## src/hw/fos_pkg.sv

```systemverilog
// shared constants and types of the flash status link, device end and host end
`default_nettype none
package fos_pkg;
    localparam int CLK_PERIOD_NS = 40;
    localparam int ADDR_W        = 4;
    localparam int DATA_W        = 8;
    localparam int TMR_W         = 12;
    localparam int ERASE_WIN_US  = 50;
    localparam int PROG_TIME_NS  = 2000;
    localparam int ERASE_TIME_NS = 20000;
    localparam int LIMIT_TIME_NS = 10000;
    localparam logic [TMR_W-1:0] ERASE_WIN_CYC = TMR_W'((ERASE_WIN_US * 1000) / CLK_PERIOD_NS);
    localparam logic [TMR_W-1:0] PROG_CYC      = TMR_W'((PROG_TIME_NS + CLK_PERIOD_NS - 1) / CLK_PERIOD_NS);
    localparam logic [TMR_W-1:0] ERASE_CYC     = TMR_W'((ERASE_TIME_NS + CLK_PERIOD_NS - 1) / CLK_PERIOD_NS);
    localparam logic [TMR_W-1:0] LIMIT_CYC     = TMR_W'((LIMIT_TIME_NS + CLK_PERIOD_NS - 1) / CLK_PERIOD_NS);
    localparam logic [127:0]     MEM_RESET     = {16{8'hff}};
    localparam logic [7:0] CMD_PROG    = 8'ha0;
    localparam logic [7:0] CMD_SERASE  = 8'h30;
    localparam logic [7:0] CMD_CERASE  = 8'h10;
    localparam logic [7:0] CMD_RESET   = 8'hf0;
    localparam logic [7:0] CMD_SUSPEND = 8'hb0;
    localparam logic [7:0] CMD_RESUME  = 8'h3a;
    localparam int BIT_POLL    = 7;
    localparam int BIT_TOGGLE  = 6;
    localparam int BIT_LIMIT   = 5;
    localparam int BIT_WINDOW  = 3;
    localparam int BIT_STOGGLE = 2;
    localparam logic [7:0] REG_CTRL   = 8'h00;
    localparam logic [7:0] REG_ADDR   = 8'h04;
    localparam logic [7:0] REG_DATA   = 8'h08;
    localparam logic [7:0] REG_STATUS = 8'h0c;
    localparam logic [7:0] REG_RESULT = 8'h10;
    localparam logic [2:0] OP_PROG   = 3'h1;
    localparam logic [2:0] OP_SERASE = 3'h2;
    localparam logic [2:0] OP_CERASE = 3'h3;
    localparam logic [2:0] OP_POLL   = 3'h4;
    localparam logic [2:0] OP_RESET  = 3'h5;
    localparam int ST_BUSY    = 0;
    localparam int ST_DONE    = 1;
    localparam int ST_FAIL    = 2;
    localparam int ST_TIMEOUT = 3;
    localparam int ST_REJECT  = 4;
    localparam logic [11:0] RETRY_MAX = 12'h7d0;
    typedef enum logic [2:0] {
        DS_READ    = 3'b000,
        DS_PWAIT   = 3'b001,
        DS_PROGRAM = 3'b010,
        DS_WINDOW  = 3'b011,
        DS_ERASE   = 3'b100,
        DS_SUSPEND = 3'b101,
        DS_FAIL    = 3'b110
    } fos_dev_state_t;
    typedef enum logic [3:0] {
        HS_IDLE  = 4'b0000,
        HS_WR1   = 4'b0001,
        HS_WR2   = 4'b0010,
        HS_PRE   = 4'b0011,
        HS_POST  = 4'b0100,
        HS_RD1   = 4'b0101,
        HS_RD2   = 4'b0110,
        HS_ARRAY = 4'b0111,
        HS_RST   = 4'b1000
    } fos_host_state_t;
endpackage : fos_pkg
`default_nettype wire

```

## src/hw/fos_link_if.sv

```systemverilog
// parallel read/write strobe link between flash device and status-polling host
`timescale 1ns/1ns
`default_nettype none
interface fos_link_if (
    input wire logic pclk
);
    import fos_pkg::*;
    logic              rd_stb;
    logic              wr_stb;
    logic [ADDR_W-1:0] addr;
    logic [DATA_W-1:0] wdata;
    logic              ack;
    logic [DATA_W-1:0] rdata;
    logic              ready_busy_out_o;
    logic              ready_busy_out_oe_n;
    logic              ready_busy_level;
    // open drain with pull-up
    assign ready_busy_level = ready_busy_out_oe_n ? 1'b1 : ready_busy_out_o;
    modport device (
        input  rd_stb,
        input  wr_stb,
        input  addr,
        input  wdata,
        output ack,
        output rdata,
        output ready_busy_out_o,
        output ready_busy_out_oe_n
    );
    modport host (
        output rd_stb,
        output wr_stb,
        output addr,
        output wdata,
        input  ack,
        input  rdata,
        input  ready_busy_level
    );
endinterface : fos_link_if
`default_nettype wire

```

## src/hw/fos_device.sv

```systemverilog
// flash device end: array, embedded program/erase sequencer and status byte
`timescale 1ns/1ns
`default_nettype none
module fos_device (
    input  wire logic   pclk,
    input  wire logic   presetn,
    fos_link_if.device  link,
    output logic        dev_busy,
    output logic        dev_failed
);
    import fos_pkg::*;

    typedef struct packed {
        fos_dev_state_t         state;
        logic [15:0][7:0]       mem;
        logic [3:0]             sel;
        logic [TMR_W-1:0]       tmr;
        logic [ADDR_W-1:0]      paddr;
        logic [DATA_W-1:0]      pdata;
        logic                   bad;
        logic                   is_erase;
        logic                   limit;
        logic                   tog;
        logic                   stog;
        logic                   ack;
        logic [DATA_W-1:0]      rdata;
    } fos_dev_s_t;

    fos_dev_s_t s_reg;
    fos_dev_s_t s_next;

    logic [DATA_W-1:0] status_byte;
    logic [3:0]        addr_sector;
    logic              in_sel;
    logic              busy_state;

    assign addr_sector = 4'h1 << link.addr[ADDR_W-1:2];
    // sector toggle and poll bits only make sense inside a selected sector
    assign in_sel      = (s_reg.sel & addr_sector) != 4'h0;

    always_comb
    begin
        status_byte = 8'h00;
        status_byte[BIT_POLL]    = s_reg.is_erase ? 1'b0 : ~s_reg.pdata[BIT_POLL];
        status_byte[BIT_TOGGLE]  = s_reg.tog;
        status_byte[BIT_LIMIT]   = s_reg.limit;
        status_byte[BIT_WINDOW]  = (s_reg.state == DS_ERASE) || (s_reg.state == DS_SUSPEND);
        status_byte[BIT_STOGGLE] = s_reg.stog;
    end

    always_comb
    begin
        s_next     = s_reg;
        s_next.ack = 1'b0;

        // embedded timer; suspended erase keeps its remaining count
        if ((s_reg.tmr != '0) && (s_reg.state != DS_SUSPEND))
        begin
            s_next.tmr = s_reg.tmr - 12'h001;
            if (s_reg.tmr == 12'h001)
            begin
                case (s_reg.state)
                    DS_PROGRAM:
                    begin
                        if (s_reg.bad)
                        begin
                            s_next.state = DS_FAIL;
                            s_next.limit = 1'b1;
                        end
                        else
                        begin
                            s_next.mem[s_reg.paddr] = s_reg.mem[s_reg.paddr] & s_reg.pdata;
                            s_next.state = DS_READ;
                        end
                    end
                    DS_WINDOW:
                    begin
                        s_next.state = DS_ERASE;
                        s_next.tmr   = ERASE_CYC;
                    end
                    DS_ERASE:
                    begin
                        for (int i = 0; i < 16; i++)
                        begin
                            if (s_reg.sel[i / 4])
                            begin
                                s_next.mem[i] = 8'hff;
                            end
                        end
                        s_next.state = DS_READ;
                    end
                    default:
                    begin
                        s_next.state = s_reg.state;
                    end
                endcase
            end
        end

        if (link.rd_stb)
        begin
            s_next.ack = 1'b1;
            case (s_reg.state)
                DS_READ,
                DS_PWAIT:
                begin
                    s_next.rdata = s_reg.mem[link.addr];
                end
                DS_SUSPEND:
                begin
                    // toggle bit stands still while suspended; only selected sectors show status
                    if (in_sel)
                    begin
                        s_next.rdata = status_byte;
                        s_next.stog  = ~s_reg.stog;
                    end
                    else
                    begin
                        s_next.rdata = s_reg.mem[link.addr];
                    end
                end
                default:
                begin
                    s_next.rdata = status_byte;
                    s_next.tog   = ~s_reg.tog;
                    if (s_reg.is_erase && in_sel)
                    begin
                        s_next.stog = ~s_reg.stog;
                    end
                end
            endcase
        end

        if (link.wr_stb)
        begin
            s_next.ack = 1'b1;
            case (s_reg.state)
                DS_READ:
                begin
                    if (link.wdata == CMD_PROG)
                    begin
                        s_next.state = DS_PWAIT;
                    end
                    else if (link.wdata == CMD_SERASE)
                    begin
                        s_next.state    = DS_WINDOW;
                        s_next.sel      = addr_sector;
                        s_next.tmr      = ERASE_WIN_CYC;
                        s_next.is_erase = 1'b1;
                    end
                    else if (link.wdata == CMD_CERASE)
                    begin
                        // chip erase starts at once, no acceptance window
                        s_next.state    = DS_ERASE;
                        s_next.sel      = 4'hf;
                        s_next.tmr      = ERASE_CYC;
                        s_next.is_erase = 1'b1;
                    end
                end
                DS_PWAIT:
                begin
                    s_next.paddr    = link.addr;
                    s_next.pdata    = link.wdata;
                    s_next.is_erase = 1'b0;
                    s_next.state    = DS_PROGRAM;
                    // a 1 over a stored 0 cannot be programmed; pulses run until the limit
                    s_next.bad = ((~s_reg.mem[link.addr]) & link.wdata) != 8'h00;
                    s_next.tmr = s_next.bad ? LIMIT_CYC : PROG_CYC;
                end
                DS_WINDOW:
                begin
                    if (link.wdata == CMD_SERASE)
                    begin
                        s_next.state = DS_WINDOW;
                        s_next.sel   = s_reg.sel | addr_sector;
                        s_next.tmr   = ERASE_WIN_CYC;
                    end
                end
                DS_ERASE:
                begin
                    // erase about to finish in this cycle is not suspended
                    if ((link.wdata == CMD_SUSPEND) && (s_reg.tmr != 12'h001))
                    begin
                        s_next.state = DS_SUSPEND;
                    end
                end
                DS_SUSPEND:
                begin
                    if (link.wdata == CMD_RESUME)
                    begin
                        s_next.state = DS_ERASE;
                    end
                end
                DS_FAIL:
                begin
                    if (link.wdata == CMD_RESET)
                    begin
                        s_next.state    = DS_READ;
                        s_next.limit    = 1'b0;
                        s_next.tmr      = '0;
                        s_next.sel      = 4'h0;
                        s_next.is_erase = 1'b0;
                    end
                end
                default:
                begin
                    s_next.state = s_next.state;
                end
            endcase
        end
    end

    always_ff @(posedge pclk or negedge presetn)
    begin
        if (!presetn)
        begin
            s_reg <= '{state: DS_READ, mem: MEM_RESET, default: '0};
        end
        else
        begin
            s_reg <= s_next;
        end
    end

    assign busy_state = (s_reg.state == DS_PROGRAM) || (s_reg.state == DS_WINDOW) ||
                        (s_reg.state == DS_ERASE) || (s_reg.state == DS_FAIL);

    assign link.ack                 = s_reg.ack;
    assign link.rdata               = s_reg.rdata;
    assign link.ready_busy_out_o    = 1'b0;
    assign link.ready_busy_out_oe_n = ~busy_state;
    assign dev_busy                 = busy_state;
    assign dev_failed               = s_reg.limit;
endmodule : fos_device
`default_nettype wire

```

## src/flat_wrapper.sv

```systemverilog
// flat-port wrapper written by rule: the top's interface ports become plain ports
module fos_device_flat import fos_pkg::*;
  (pclk, presetn, dev_busy, dev_failed, link_rd_stb, link_wr_stb, link_addr, link_wdata, link_ack, link_rdata, link_ready_busy_out_o, link_ready_busy_out_oe_n);
  fos_link_if link_i (.pclk(pclk));
  input  wire logic pclk;
  input  wire logic presetn;
  output logic dev_busy;
  output logic dev_failed;
  input wire logic [$bits(link_i.rd_stb)-1:0] link_rd_stb;
  input wire logic [$bits(link_i.wr_stb)-1:0] link_wr_stb;
  input wire logic [$bits(link_i.addr)-1:0] link_addr;
  input wire logic [$bits(link_i.wdata)-1:0] link_wdata;
  output wire logic [$bits(link_i.ack)-1:0] link_ack;
  output wire logic [$bits(link_i.rdata)-1:0] link_rdata;
  output wire logic [$bits(link_i.ready_busy_out_o)-1:0] link_ready_busy_out_o;
  output wire logic [$bits(link_i.ready_busy_out_oe_n)-1:0] link_ready_busy_out_oe_n;
  assign link_i.rd_stb = link_rd_stb;
  assign link_i.wr_stb = link_wr_stb;
  assign link_i.addr = link_addr;
  assign link_i.wdata = link_wdata;
  assign link_ack = link_i.ack;
  assign link_rdata = link_i.rdata;
  assign link_ready_busy_out_o = link_i.ready_busy_out_o;
  assign link_ready_busy_out_oe_n = link_i.ready_busy_out_oe_n;
  fos_device u_core (.pclk(pclk), .presetn(presetn), .link(link_i), .dev_busy(dev_busy), .dev_failed(dev_failed));
endmodule
```

## config.mk

```make
export PLATFORM = sky130hd
export DESIGN_NAME = fos_device_flat
export DESIGN_NICKNAME = d
export VERILOG_FILES = /design/src/hw/fos_pkg.sv /design/src/hw/fos_link_if.sv /design/src/hw/fos_device.sv /design/src/flat_wrapper.sv
export SDC_FILE = /design/constraint.sdc
export NUM_CORES = 1
export LEC_CHECK = 0
export BUFFER_PORTS_ARGS = -buffer_cell sky130_fd_sc_hd__buf_2
export CELL_PAD_IN_SITES_DETAIL_PLACEMENT = 1
export CELL_PAD_IN_SITES_GLOBAL_PLACEMENT = 1
export CORE_MARGIN = 8
export CORE_UTILIZATION = 50
export DETAILED_ROUTE_END_ITERATION = 12
export HOLD_SLACK_MARGIN = 0.05
export PLACE_DENSITY_LB_ADDON = 0.1
export SLEW_MARGIN = 20
export SYNTH_ARGS = -nofsm -noshare
export SYNTH_HDL_FRONTEND = slang
export SYNTH_SLANG_ARGS = --single-unit
```

## constraint.sdc

```tcl
create_clock -name pclk -period 3.1 [get_ports pclk]
set_input_delay 0.155 -clock pclk [delete_from_list [all_inputs] [get_ports pclk]]
set_output_delay 0.155 -clock pclk [all_outputs]
set_load 0.005 [all_outputs]
```

==> Word level (Yosys, flattened, before mapping) <==
Cells that the tools add are included.
{ "word_totals": {"reg_bits": 173, "output_inout_bits": 13} }
{ "op_classes": {"n_reduce_logical": 27, "magnitude_cmp": 3, "addsub": 1, "n_mux": 57, "n_shift": 1, "n_eq_ne": 25, "bitwise_logic": 11} }
{ "op_table": {"columns": ["operator", "n"], "rows": [
  ["$mux W131", 2],
  ["$pmux W128 S2", 1],
  ["$bwmux W128", 1],
  ["$mux W128", 1],
  ["$mux W16", 5],
  ["$mux W8", 9],
  ["$bmux W8 S4", 2],
  ["$pmux W12 S4", 1],
  ["$mux W12", 3],
  ["$demux W8 S4", 1],
  ["$mux W27", 1],
  ["$mux W3", 9],
  ["$reduce_and A5 Y1", 5],
  ["$eq A8 B8 Y1 const B", 3],
  ["$pmux W3 S6", 1],
  ["$and A8 B8 Y8", 2],
  ["$eq A8 B6 Y1 const B", 2],
  ["$pmux W8 S2", 1],
  ["$ne A2 B1 Y1 const B", 7],
  ["$mux W13", 1],
  ["$eq A12 B1 Y1 const B", 1],
  ["$mux W1", 12],
  ["$ne A12 B1 Y1 const B", 1],
  ["$pmux W4 S3", 1],
  ["other kinds (33)", 52]
]} }

==> Depth between registers and ports, before layout <==
Gate-level depths: netlist of run 1.
{ "logic_depth": {"word_depth": 14, "mapped_depth": 9} }

==> Least setup slack after synthesis of run 1 <==
OpenSTA, ideal clock, no wires.
{ "synth_path": {"kind": "register -> register", "start": "register u_core.s_reg[31] (netlist bit)", "end": "register u_core.s_reg[130] (netlist bit)", "path_buffers": 2, "stages_incl_launch_ff": 9, "arrival_time_ns": 2.376, "path_slack_ns": 0.633, "required_ns": 3.010, "path_cell_list": "dfrtp_1 -> or3_1 -> buf_2 -> nor4_4 -> nand4b_4 -> or4b_1 -> buf_6 -> mux2i_1 -> nand2_1"} }
{ "synth_between": {"elab_chain_cells": 3, "elab_cells_between_ends": 4, "cone_classes": "1 x eq/ne; 3 x reduce/logical"} }
{ "synth_lines": {"columns": ["item", "line_no", "rtl"], "rows": [
  ["from (decl)", "fos_device.sv:29", "fos_dev_s_t s_reg;"],
  ["from (signal assigned)", "fos_device.sv:221", "s_reg <= s_next;"],
  ["$reduce_bool A12 Y1", "fos_device.sv:57", "if ((s_reg.tmr != '0) && (s_reg.state != DS_SUSPEND))"],
  ["$logic_and A1 B1 Y1", "fos_device.sv:57", null],
  ["$reduce_and A5 Y1 (no source line) *", null, null]
]} }
Mark *: on every way between the ends. The rest lies on a longest branch, timed or not.
A chain may end at the register's enable or synchronous reset.

==> Final worst setup path of run 1 <==
{ "layout_path": {"start": "register u_core.s_reg[22] (netlist bit)", "end": "register u_core.s_reg[142] (netlist bit)"} }
{ "layout_between": {"elab_chain_cells": 7, "elab_cells_between_ends": 11, "cone_classes": "2 x order compare; 7 x mux; 1 x bitwise; 1 x reduce/logical"} }
{ "layout_lines": {"columns": ["item", "line_no", "rtl"], "rows": [
  ["$lt A4 B5 Y1 (implied by the code) or $ge A4 B1 Y1 (tied branches)", "fos_device.sv:72", "s_next.mem[s_reg.paddr] = s_reg.mem[s_reg.paddr] & s_reg.pdata;"],
  ["$logic_and A1 B1 Y1 (implied by the code)", "fos_device.sv:72", null],
  ["$mux W8 (implied by the code)", "fos_device.sv:72", null],
  ["$demux W8 S4", null, null],
  ["$bwmux W128 *", "fos_device.sv:72", null],
  ["$mux W128 *", "fos_device.sv:65", "if (s_reg.bad)"],
  ["$pmux W128 S2 *", "fos_device.sv:62", "case (s_reg.state)"]
]} }
Mark *: on every way between the ends. The rest lies on a longest branch, timed or not. The select of a mux whose other input is x is not followed.

==> results.sh, run 1 <==
export IMPL_outcome="finished, final reports clean"
export IMPL_core_um2=21000
export IMPL_crit_top_cell="mux4_2"
export IMPL_fin_skew_ns=0.0118
export IMPL_antenna_cells=0
export IMPL_cts_setup_buffers=0
export IMPL_grt_overflow_total=0
export IMPL_power_density_nw_per_um2=488
export IMPL_seqPwrFrac=0.453
export IMPL_area_growth_pct=9.09
export IMPL_critical_path_depth=6
export IMPL_grt_pass1_wl_um=51600
export IMPL_tns_ns=0
export IMPL_clkTransAtPathRegs_ns=0.07
export IMPL_tightestPinTransition_ns=1.09
export IMPL_largest_reg_flops=163
export IMPL_nFillCells=2214
export IMPL_pwr_share_comb=0.191
export IMPL_async_flop_share=1.00
export IMPL_wire_per_inst_um=26.4
export IMPL_fmax_mhz=340
export IMPL_setup_viol=0
export IMPL_netlist_area_um2=10600
export IMPL_maxSlewHeadroom=0.270
export IMPL_cts_made_buffers=17
export IMPL_swShare=0.310
export IMPL_synth_seq_cells=173
export IMPL_yosysWarnings=0
export IMPL_hpwl_um=23100
export IMPL_slew_viol_final=0
export IMPL_cts_htree_levels=4
export IMPL_hold_viol=0
export IMPL_period_share=0.949
export IMPL_drc=0
export IMPL_place_ws_ns=0.0791
export IMPL_drive_gt1_frac=0.356
export IMPL_grt_max_degree=79
export IMPL_clockBufferDepth=2
export IMPL_finalNetCount=964
export IMPL_mostFrequentLayoutCell="nand2_1"
export IMPL_cts_tree="yes"
export IMPL_min_from="link_wdata[3]"
export IMPL_internal_power_mw=3.90
export IMPL_path_cells="buf_12 > mux4_2 > mux4_2 > and2_0 > mux2i_1 > nand2_1"
export IMPL_r2r_start="u_core.s_reg[22]"
export IMPL_setup_worst_path_class="flop to flop"
export IMPL_fin_crit_ns=2.94
export IMPL_rsz0062_at_grt="false"
export IMPL_start_util=0.507
export IMPL_syn_avg_cell_area_um2=11.2
export IMPL_antenna_found_initial=0
export IMPL_synthDistinctLibCells=67
export IMPL_grt_pass1_vias=8354
export IMPL_via_per_inst=6.38
export IMPL_timing_final_ws_setup_ns=0.158
export IMPL_die_w_um=162
export IMPL_p_clk_frac=0.356
export IMPL_die_y_um=162
export IMPL_critical_path_top_delay_family="multiplexers"
export IMPL_path_max_fanout=18
export IMPL_insertion_delay_ns=0.44
export IMPL_reg2reg_slack_ns=0.16
export IMPL_ys_flop_type="dfstp_2"
export IMPL_rows=53
export IMPL_ios=29
export IMPL_layout_cells_non_filler=1233
export IMPL_startpoint_type="flop"
export IMPL_antenna_left=0
export IMPL_dpl_cell_count=1200
export IMPL_cap_violations=0
export IMPL_vias=7861
export IMPL_critical_path_slowest_cell="mux4_2"
export IMPL_r2r_end="u_core.s_reg[142]"
export IMPL_p_leak_nw=5.45
export IMPL_routed_wl_um=32500
export IMPL_syn_nets=969
export IMPL_crit_buf_inv=1
export IMPL_end_kind="flop"
export IMPL_slowest_delay_ns=0.59
export IMPL_gr_usage_all_layers=0.256
export IMPL_gp_congestion=0.868
export IMPL_final_cell_mix="nand2_1 (170), mux2i_1 (145), dfstp_2 (128)"
export IMPL_cts_root_buf="clkbuf_16"
export IMPL_hold_end="u_core.s_reg[17]"
export IMPL_yosysSeqAreaShare=0.422
export IMPL_vdd_drop_max_mv=0.341
export IMPL_synth_edff_count=0
export IMPL_postSynthCellCount=950
export IMPL_p_sw_mw=1.75
export IMPL_holdWs_ns=0.0853
export IMPL_drt_iter0_markers=648
export IMPL_firstDrtPassIters=5
export IMPL_whs_path_depth=2
export IMPL_min_path_type="primary input to flop"
export IMPL_port_buffers=27
export IMPL_cp_required_ns=3.43
export IMPL_worstPathArrival_ns=3.28
export IMPL_dieArea_um2=26200
export IMPL_cts_sinks=173
export IMPL_reg2reg_depth=6
[power by group through the flow]
stage / Sequential, mW / Combinational, mW / Clock (mW)
2_1_floorplan: 2.52 / 0.790 / 0
3_3_place_gp: 2.58 / 1.05 / 0
3_5_place_dp: 2.59 / 1.08 / 0
4_1_cts: 2.56 / 1.09 / 2.05
5_1_grt: 2.58 / 1.18 / 2.12
6_report: 2.56 / 1.08 / 2.01
[what timing repair did]
| action | in CTS | in global routing |
|---|---|---|
| resized for setup | 0 | 4 |
| hold buffers | 1 | 0 |
| endpoints found under the setup margin | 0 | 12 |
| endpoints found under the hold margin | 24 | 0 |
[per-layer routing]
layer	up-vias	track usage	routed length, um
met5	-	0	0
met4	0	0.0993	932
met3	55	0.0390	1390
met2	223	0.407	15700
met1	4154	0.347	14500
li1	3429	-	-
[Yosys cell counts, types with 9 or more instances]
cell type	number	area, um2
a21oi_1	16	80.1
buf_2	12	60.1
buf_4	9	67.6
clkbuf_1	57	214
dfrtp_1	45	1130
dfstp_2	128	3360
inv_1	15	56.3
mux2_2	37	417
mux2i_1	145	1450
mux4_2	61	1370
nand2_1	170	638
nand2b_1	11	68.8
nor2_1	42	158
nor3_1	12	60.1
o21ai_0	23	115
o22ai_1	13	81.3
or3_1	9	56.3
[metrics by stage]
| stage | power (mW) | instance area (um2) | util |
|---|---|---|---|
| 6_report | 5.65 | 11600 | 0.553 |
| 5_1_grt | 5.88 | 11600 | 0.553 |
| 2_1_floorplan | 3.31 | 10600 | - |
| 3_5_place_dp | 3.67 | 11000 | 0.527 |
| 3_3_place_gp | 3.63 | 11000 | 0.527 |
| 4_1_cts | 5.70 | 11600 | 0.552 |
[final cells by class]
cell class | count | area [um2] | area share
Timing Repair Buffer | 61 | 462 | 0.0398
Sequential cell | 173 | 4490 | 0.387
Inverter | 15 | 56.3 | 0.00486
Multi-Input combinational cell | 677 | 5710 | 0.492
Tap cell | 275 | 344 | 0.0297
Clock inverter | 12 | 87.6 | 0.00756
Clock buffer | 20 | 447 | 0.0385
[cell families (layout without fill, tap and decap cells)]
family,Yosys count,in the layout,synth area share
and+or+nand+nor,317,317,0.155
muxes,243,243,0.305
DFF,173,173,0.422
AOI/OAI and AO/OA,103,103,0.0636
buffers and inverters,100,108,0.0420
xor gates and xnor gates,10,10,0.00824
adders and majority gates,3,3,0.00353
other,1,1,0.000353
[worst max-delay path by stage]
| stage | endpoint | from | slack, ns |
|---|---|---|---|
| after floorplan | u_core.s_reg[130] | u_core.s_reg[31] | 0.63 |
| after global placement | u_core.s_reg[133] | u_core.s_reg[31] | 0.21 |
| after detailed placement | u_core.s_reg[134] | u_core.s_reg[30] | 0.08 |
| after CTS | u_core.s_reg[135] | u_core.s_reg[30] | 0.07 |
| after global routing | u_core.s_reg[142] | u_core.s_reg[22] | 0.02 |
| final | u_core.s_reg[142] | u_core.s_reg[22] | 0.16 |
(Power assumes the default switching activity.)
==> inputs of run 2 (changes only) <==
SETUP_SLACK_MARGIN = 0.5   (was default)
==> results.sh, run 2 (same netlist as run 1, synthesis figures left out) <==
export IMPL_power_density_nw_per_um2=484
export IMPL_clkTransAtPathRegs_ns=0.07
export IMPL_cts_htree_levels=4
export IMPL_fmax_mhz=394
export IMPL_core_um2=21000
export IMPL_final_cell_mix="nand2_1 (170), mux2i_1 (145), dfstp_2 (128)"
export IMPL_fin_crit_ns=2.54
export IMPL_antenna_left=0
export IMPL_start_util=0.507
export IMPL_insertion_delay_ns=0.43
export IMPL_cap_violations=0
export IMPL_outcome="finished, final reports clean"
export IMPL_vdd_drop_max_mv=0.336
export IMPL_finalNetCount=978
export IMPL_port_buffers=27
export IMPL_rsz0062_at_grt="true"
export IMPL_tightestPinTransition_ns=0.862
export IMPL_cts_root_buf="clkbuf_16"
export IMPL_tns_ns=0
export IMPL_die_y_um=162
export IMPL_antenna_cells=0
export IMPL_antenna_found_initial=0
export IMPL_end_kind="flop"
export IMPL_vias=8014
export IMPL_wire_per_inst_um=26.6
export IMPL_hold_viol=0
export IMPL_timing_final_ws_setup_ns=0.565
export IMPL_ios=29
export IMPL_firstDrtPassIters=5
export IMPL_drc=0
export IMPL_grt_pass1_vias=8396
export IMPL_hpwl_um=23100
export IMPL_mostFrequentLayoutCell="nand2_1"
export IMPL_startpoint_type="flop"
export IMPL_setup_worst_path_class="flop to flop"
export IMPL_drt_iter0_markers=578
export IMPL_fin_skew_ns=0.0107
export IMPL_fin_util=0.561
export IMPL_area_growth_pct=10.5
export IMPL_setup_viol=0
export IMPL_grt_max_degree=79
export IMPL_path_max_fanout=18
export IMPL_die_w_um=162
export IMPL_cts_made_buffers=17
export IMPL_dieArea_um2=26200
export IMPL_cts_sinks=173
export IMPL_drive_gt1_frac=0.381
export IMPL_maxSlewHeadroom=0.426
export IMPL_clockBufferDepth=2
export IMPL_cp_required_ns=3.43
export IMPL_grt_pass1_wl_um=51700
export IMPL_gr_usage_all_layers=0.256
export IMPL_cts_tree="yes"
export IMPL_routed_wl_um=33100
export IMPL_grt_overflow_total=0
export IMPL_power_mw=5.69
export IMPL_holdWs_ns=0.0889
export IMPL_place_ws_ns=0.0791
export IMPL_rows=53
export IMPL_min_path_type="primary input to flop"
export IMPL_largest_reg_flops=163
export IMPL_worstPathArrival_ns=2.87
export IMPL_gp_congestion=0.868
export IMPL_p_leak_nw=5.54
export IMPL_period_share=0.818
export IMPL_via_per_inst=6.43
export IMPL_slew_viol_final=0
## run 2: cell count changes in the layout (fill, tap and decap cells not counted), sizes merged
cell,before,now
buf,60,73
clkbuf,20,21
## run 2: final cells by class
cell class,instances,area (um2)
tap,275,344
multi-input combinational,677,5750
fill,2209,9210
inverter,15,56.3
clock buffer,20,447
timing repair buffer,75,569
clock inverter,12,87.6
sequential,173,4490
## run 2: timing repair
item,CTS,global route
endpoints found under the hold margin,24,0
hold buffers,1,0
setup endpoints to repair,120,75
pin swaps,5,4
resized for setup,20,7
buffers inserted,2,12
## run 2: worst paths after layout
path	depth (start not counted)	slack, ns	endpoint	startpoint
min in group asynchronous	2	0.34	u_core.s_reg[171]	presetn
setup / recovery	6	0.56	u_core.s_reg[142]	u_core.s_reg[22]
max in group asynchronous	3	1.85	u_core.s_reg[101]	presetn
hold / removal	2	0.09	u_core.s_reg[17]	link_wdata[3]
setup reg to reg	6	0.56	u_core.s_reg[142]	u_core.s_reg[22]
hold reg to reg	1	0.48	u_core.s_reg[10]	u_core.s_reg[10]
## run 2: critical path: stages, from the launching register on
cell,delay (ns)
dfrtp_2,0.46
buf_12,0.22
mux4_2,0.59
mux4_2,0.46
and2_2,0.35
mux2i_1,0.22
nand2_1,0.12
## run 2: routing by layer
metal / global-route usage / share of wire
met5: 0 / 0
met4: 0.0985 / 0.030
met3: 0.0372 / 0.046
met2: 0.414 / 0.49
met1: 0.344 / 0.44
## run 2: where the power goes
group / internal (mW) / switching, mW
clock: 1.06 / 0.952
sequential: 2.40 / 0.170
combinational: 0.473 / 0.644
## run 2: through the flow
| stage | area [um2] | std cells |
|---|---|---|
| floorplan | 10600 | 950 |
| global placement | 11000 | 1200 |
| detailed placement | 11000 | 1200 |
| CTS | 11600 | 1235 |
| global route | 11700 | 1247 |
| finish | 11700 | 1247 |
==> inputs of run 3 (changes only) <==
CORE_UTILIZATION = 46   (was 50)
clock period = 2.3 ns   (was 3.1 ns; I/O delays follow)
==> results.sh, run 3 (same netlist as run 1, synthesis figures left out) <==
export IMPL_die_y_um=168
export IMPL_fin_skew_ns=0.0144
export IMPL_slew_viol_final=0
export IMPL_ios=29
export IMPL_hpwl_um=24200
export IMPL_wl_met1_um=16100
export IMPL_min_path_type="primary input to async pin"
export IMPL_finalNetCount=1093
export IMPL_layout_cells_non_filler=1372
export IMPL_cts_sinks=173
export IMPL_drt_iter0_markers=672
export IMPL_routed_wl_um=37100
export IMPL_hold_viol=0
export IMPL_dpl_cell_count=1288
export IMPL_end_kind="flop"
export IMPL_vdd_drop_max_mv=0.387
export IMPL_antenna_cells=0
export IMPL_grt_overflow_total=0
export IMPL_startpoint_type="flop"
export IMPL_insertion_delay_ns=0.44
export IMPL_firstDrtPassIters=5
export IMPL_area_growth_pct=30.5
export IMPL_fmax_mhz=405
export IMPL_wire_per_inst_um=27.0
export IMPL_final_cell_mix="nand2_1 (161), mux2i_1 (129), dfstp_2 (128)"
export IMPL_dr_wl_met3_um=1670
export IMPL_drive_gt1_frac=0.520
export IMPL_top_layer="met4"
export IMPL_grt_pass1_wl_um=56100
export IMPL_dieArea_um2=28200
export IMPL_worstPathArrival_ns=2.83
export IMPL_start_util=0.469
export IMPL_rsz0062_at_grt="true"
export IMPL_dr_wl_met2_um=18300
export IMPL_gr_usage_all_layers=0.256
export IMPL_p_leak_nw=6.45
export IMPL_setup_worst_path_class="flop to flop"
export IMPL_grt_pass1_vias=9206
export IMPL_cp_required_ns=2.66
export IMPL_tightestPinTransition_ns=0.661
export IMPL_die_w_um=168
export IMPL_power_density_nw_per_um2=639
export IMPL_maxSlewHeadroom=0.559
export IMPL_outcome="finished, violations left"
export IMPL_mostFrequentLayoutCell="nand2_1"
export IMPL_place_ws_ns=-0.234
export IMPL_antenna_left=0
export IMPL_critical_path_top_delay_family="multiplexers"
export IMPL_vias=8541
export IMPL_cts_tree="yes"
export IMPL_period_share=1.07
export IMPL_holdWs_ns=0.0446
export IMPL_port_buffers=27
export IMPL_violations="setup timing"
export IMPL_slowest_delay_ns=0.52
export IMPL_fin_crit_ns=2.47
export IMPL_timing_final_ws_setup_ns=-0.170
export IMPL_antenna_found_initial=0
export IMPL_grt_max_degree=71
export IMPL_cts_htree_levels=4
export IMPL_cts_made_buffers=17
export IMPL_rows=55
export IMPL_setup_viol=129
export IMPL_path_max_fanout=8
export IMPL_cap_violations=0
export IMPL_critical_path_slowest_cell="mux4_2"
export IMPL_gp_congestion=0.904
export IMPL_clockBufferDepth=2
export IMPL_path_cells="buf_6 > buf_16 > buf_6 > mux4_2 > mux4_2 > and2_4 > mux2i_2 > nand2_1"
export IMPL_power_mw=8.86
export IMPL_crit_buf_inv=3
export IMPL_drc=0
export IMPL_via_per_inst=6.23
export IMPL_largest_reg_flops=163
export IMPL_core_um2=22600
export IMPL_clkTransAtPathRegs_ns=0.07
export IMPL_cts_root_buf="clkbuf_16"
[run 3: cell count changes in the layout (fill, tap and decap cells not counted), sizes merged]
cell,change
buf,+105
clkbuf,+4
and2,+3
inv,+3
bufinv,+2
clkinv,-2
clkinvlp,-2
dlygate4sd3,+2
[run 3: cell type report]
class                           count  area (um2)
Tap cell                          285         357
Inverter                           15        56.3
Sequential cell                   173        4490
Timing Repair Buffer              187        2010
Clock buffer                       19         443
Clock inverter                     13         170
Multi-Input combinational cell    680        6340
Fill cell                        2261        8770
[run 3: metrics by stage]
| step | instance area [um2] | utilization | TNS (ns) |
|---|---|---|---|
| after CTS | 13200 | 0.585 | -7.41 |
| after floorplan | 10900 | - | -8.91 |
| after global routing | 13900 | 0.613 | -18.16 |
| after global placement | 11900 | 0.524 | -4.76 |
| final | 13900 | 0.613 | -9.41 |
| after detailed placement | 11900 | 0.524 | -10.24 |
[run 3: timing repair]
item,CTS,global route
setup endpoints to repair,157,159
gates cloned,4,10
pin swaps,61,74
hold buffers,3,0
hold endpoints to repair,6,0
buffers inserted,24,11
resized for setup,120,83
[run 3: report_power, final]
group / switching [mW] / internal, mW
combinational: 1.22 / 1.12
clock: 1.39 / 1.68
sequential: 0.221 / 3.23
total: 2.83 / 6.03
[run 3: final timing paths]
kind                                      to  slack, ns  depth (start not counted)             start
max                        u_core.s_reg[112]      -0.17                          8  u_core.s_reg[22]
min                         u_core.s_reg[64]       0.04                          1           presetn
max reg2reg                u_core.s_reg[112]      -0.17                          8  u_core.s_reg[22]
min reg2reg                 u_core.s_reg[10]       0.48                          1  u_core.s_reg[10]
max in group asynchronous  u_core.s_reg[121]       1.81                          2           presetn
min in group pclk           u_core.s_reg[16]       0.08                          2     link_wdata[2]
[run 3: layer usage]
layer	vias to the layer above	GRT usage
li1	3702	-
met1	4545	0.330
met2	237	0.428
met3	57	0.0428
met4	0	0.0905
met5	-	0
[run 3: worst register-to-register path: cells and delay by family, from the launching register on]
family | cells | cell delay, ns
DFF | 1 | 0.51
and+or+nand+nor | 2 | 0.31
muxes | 3 | 1.21
buffers and inverters | 3 | 0.38
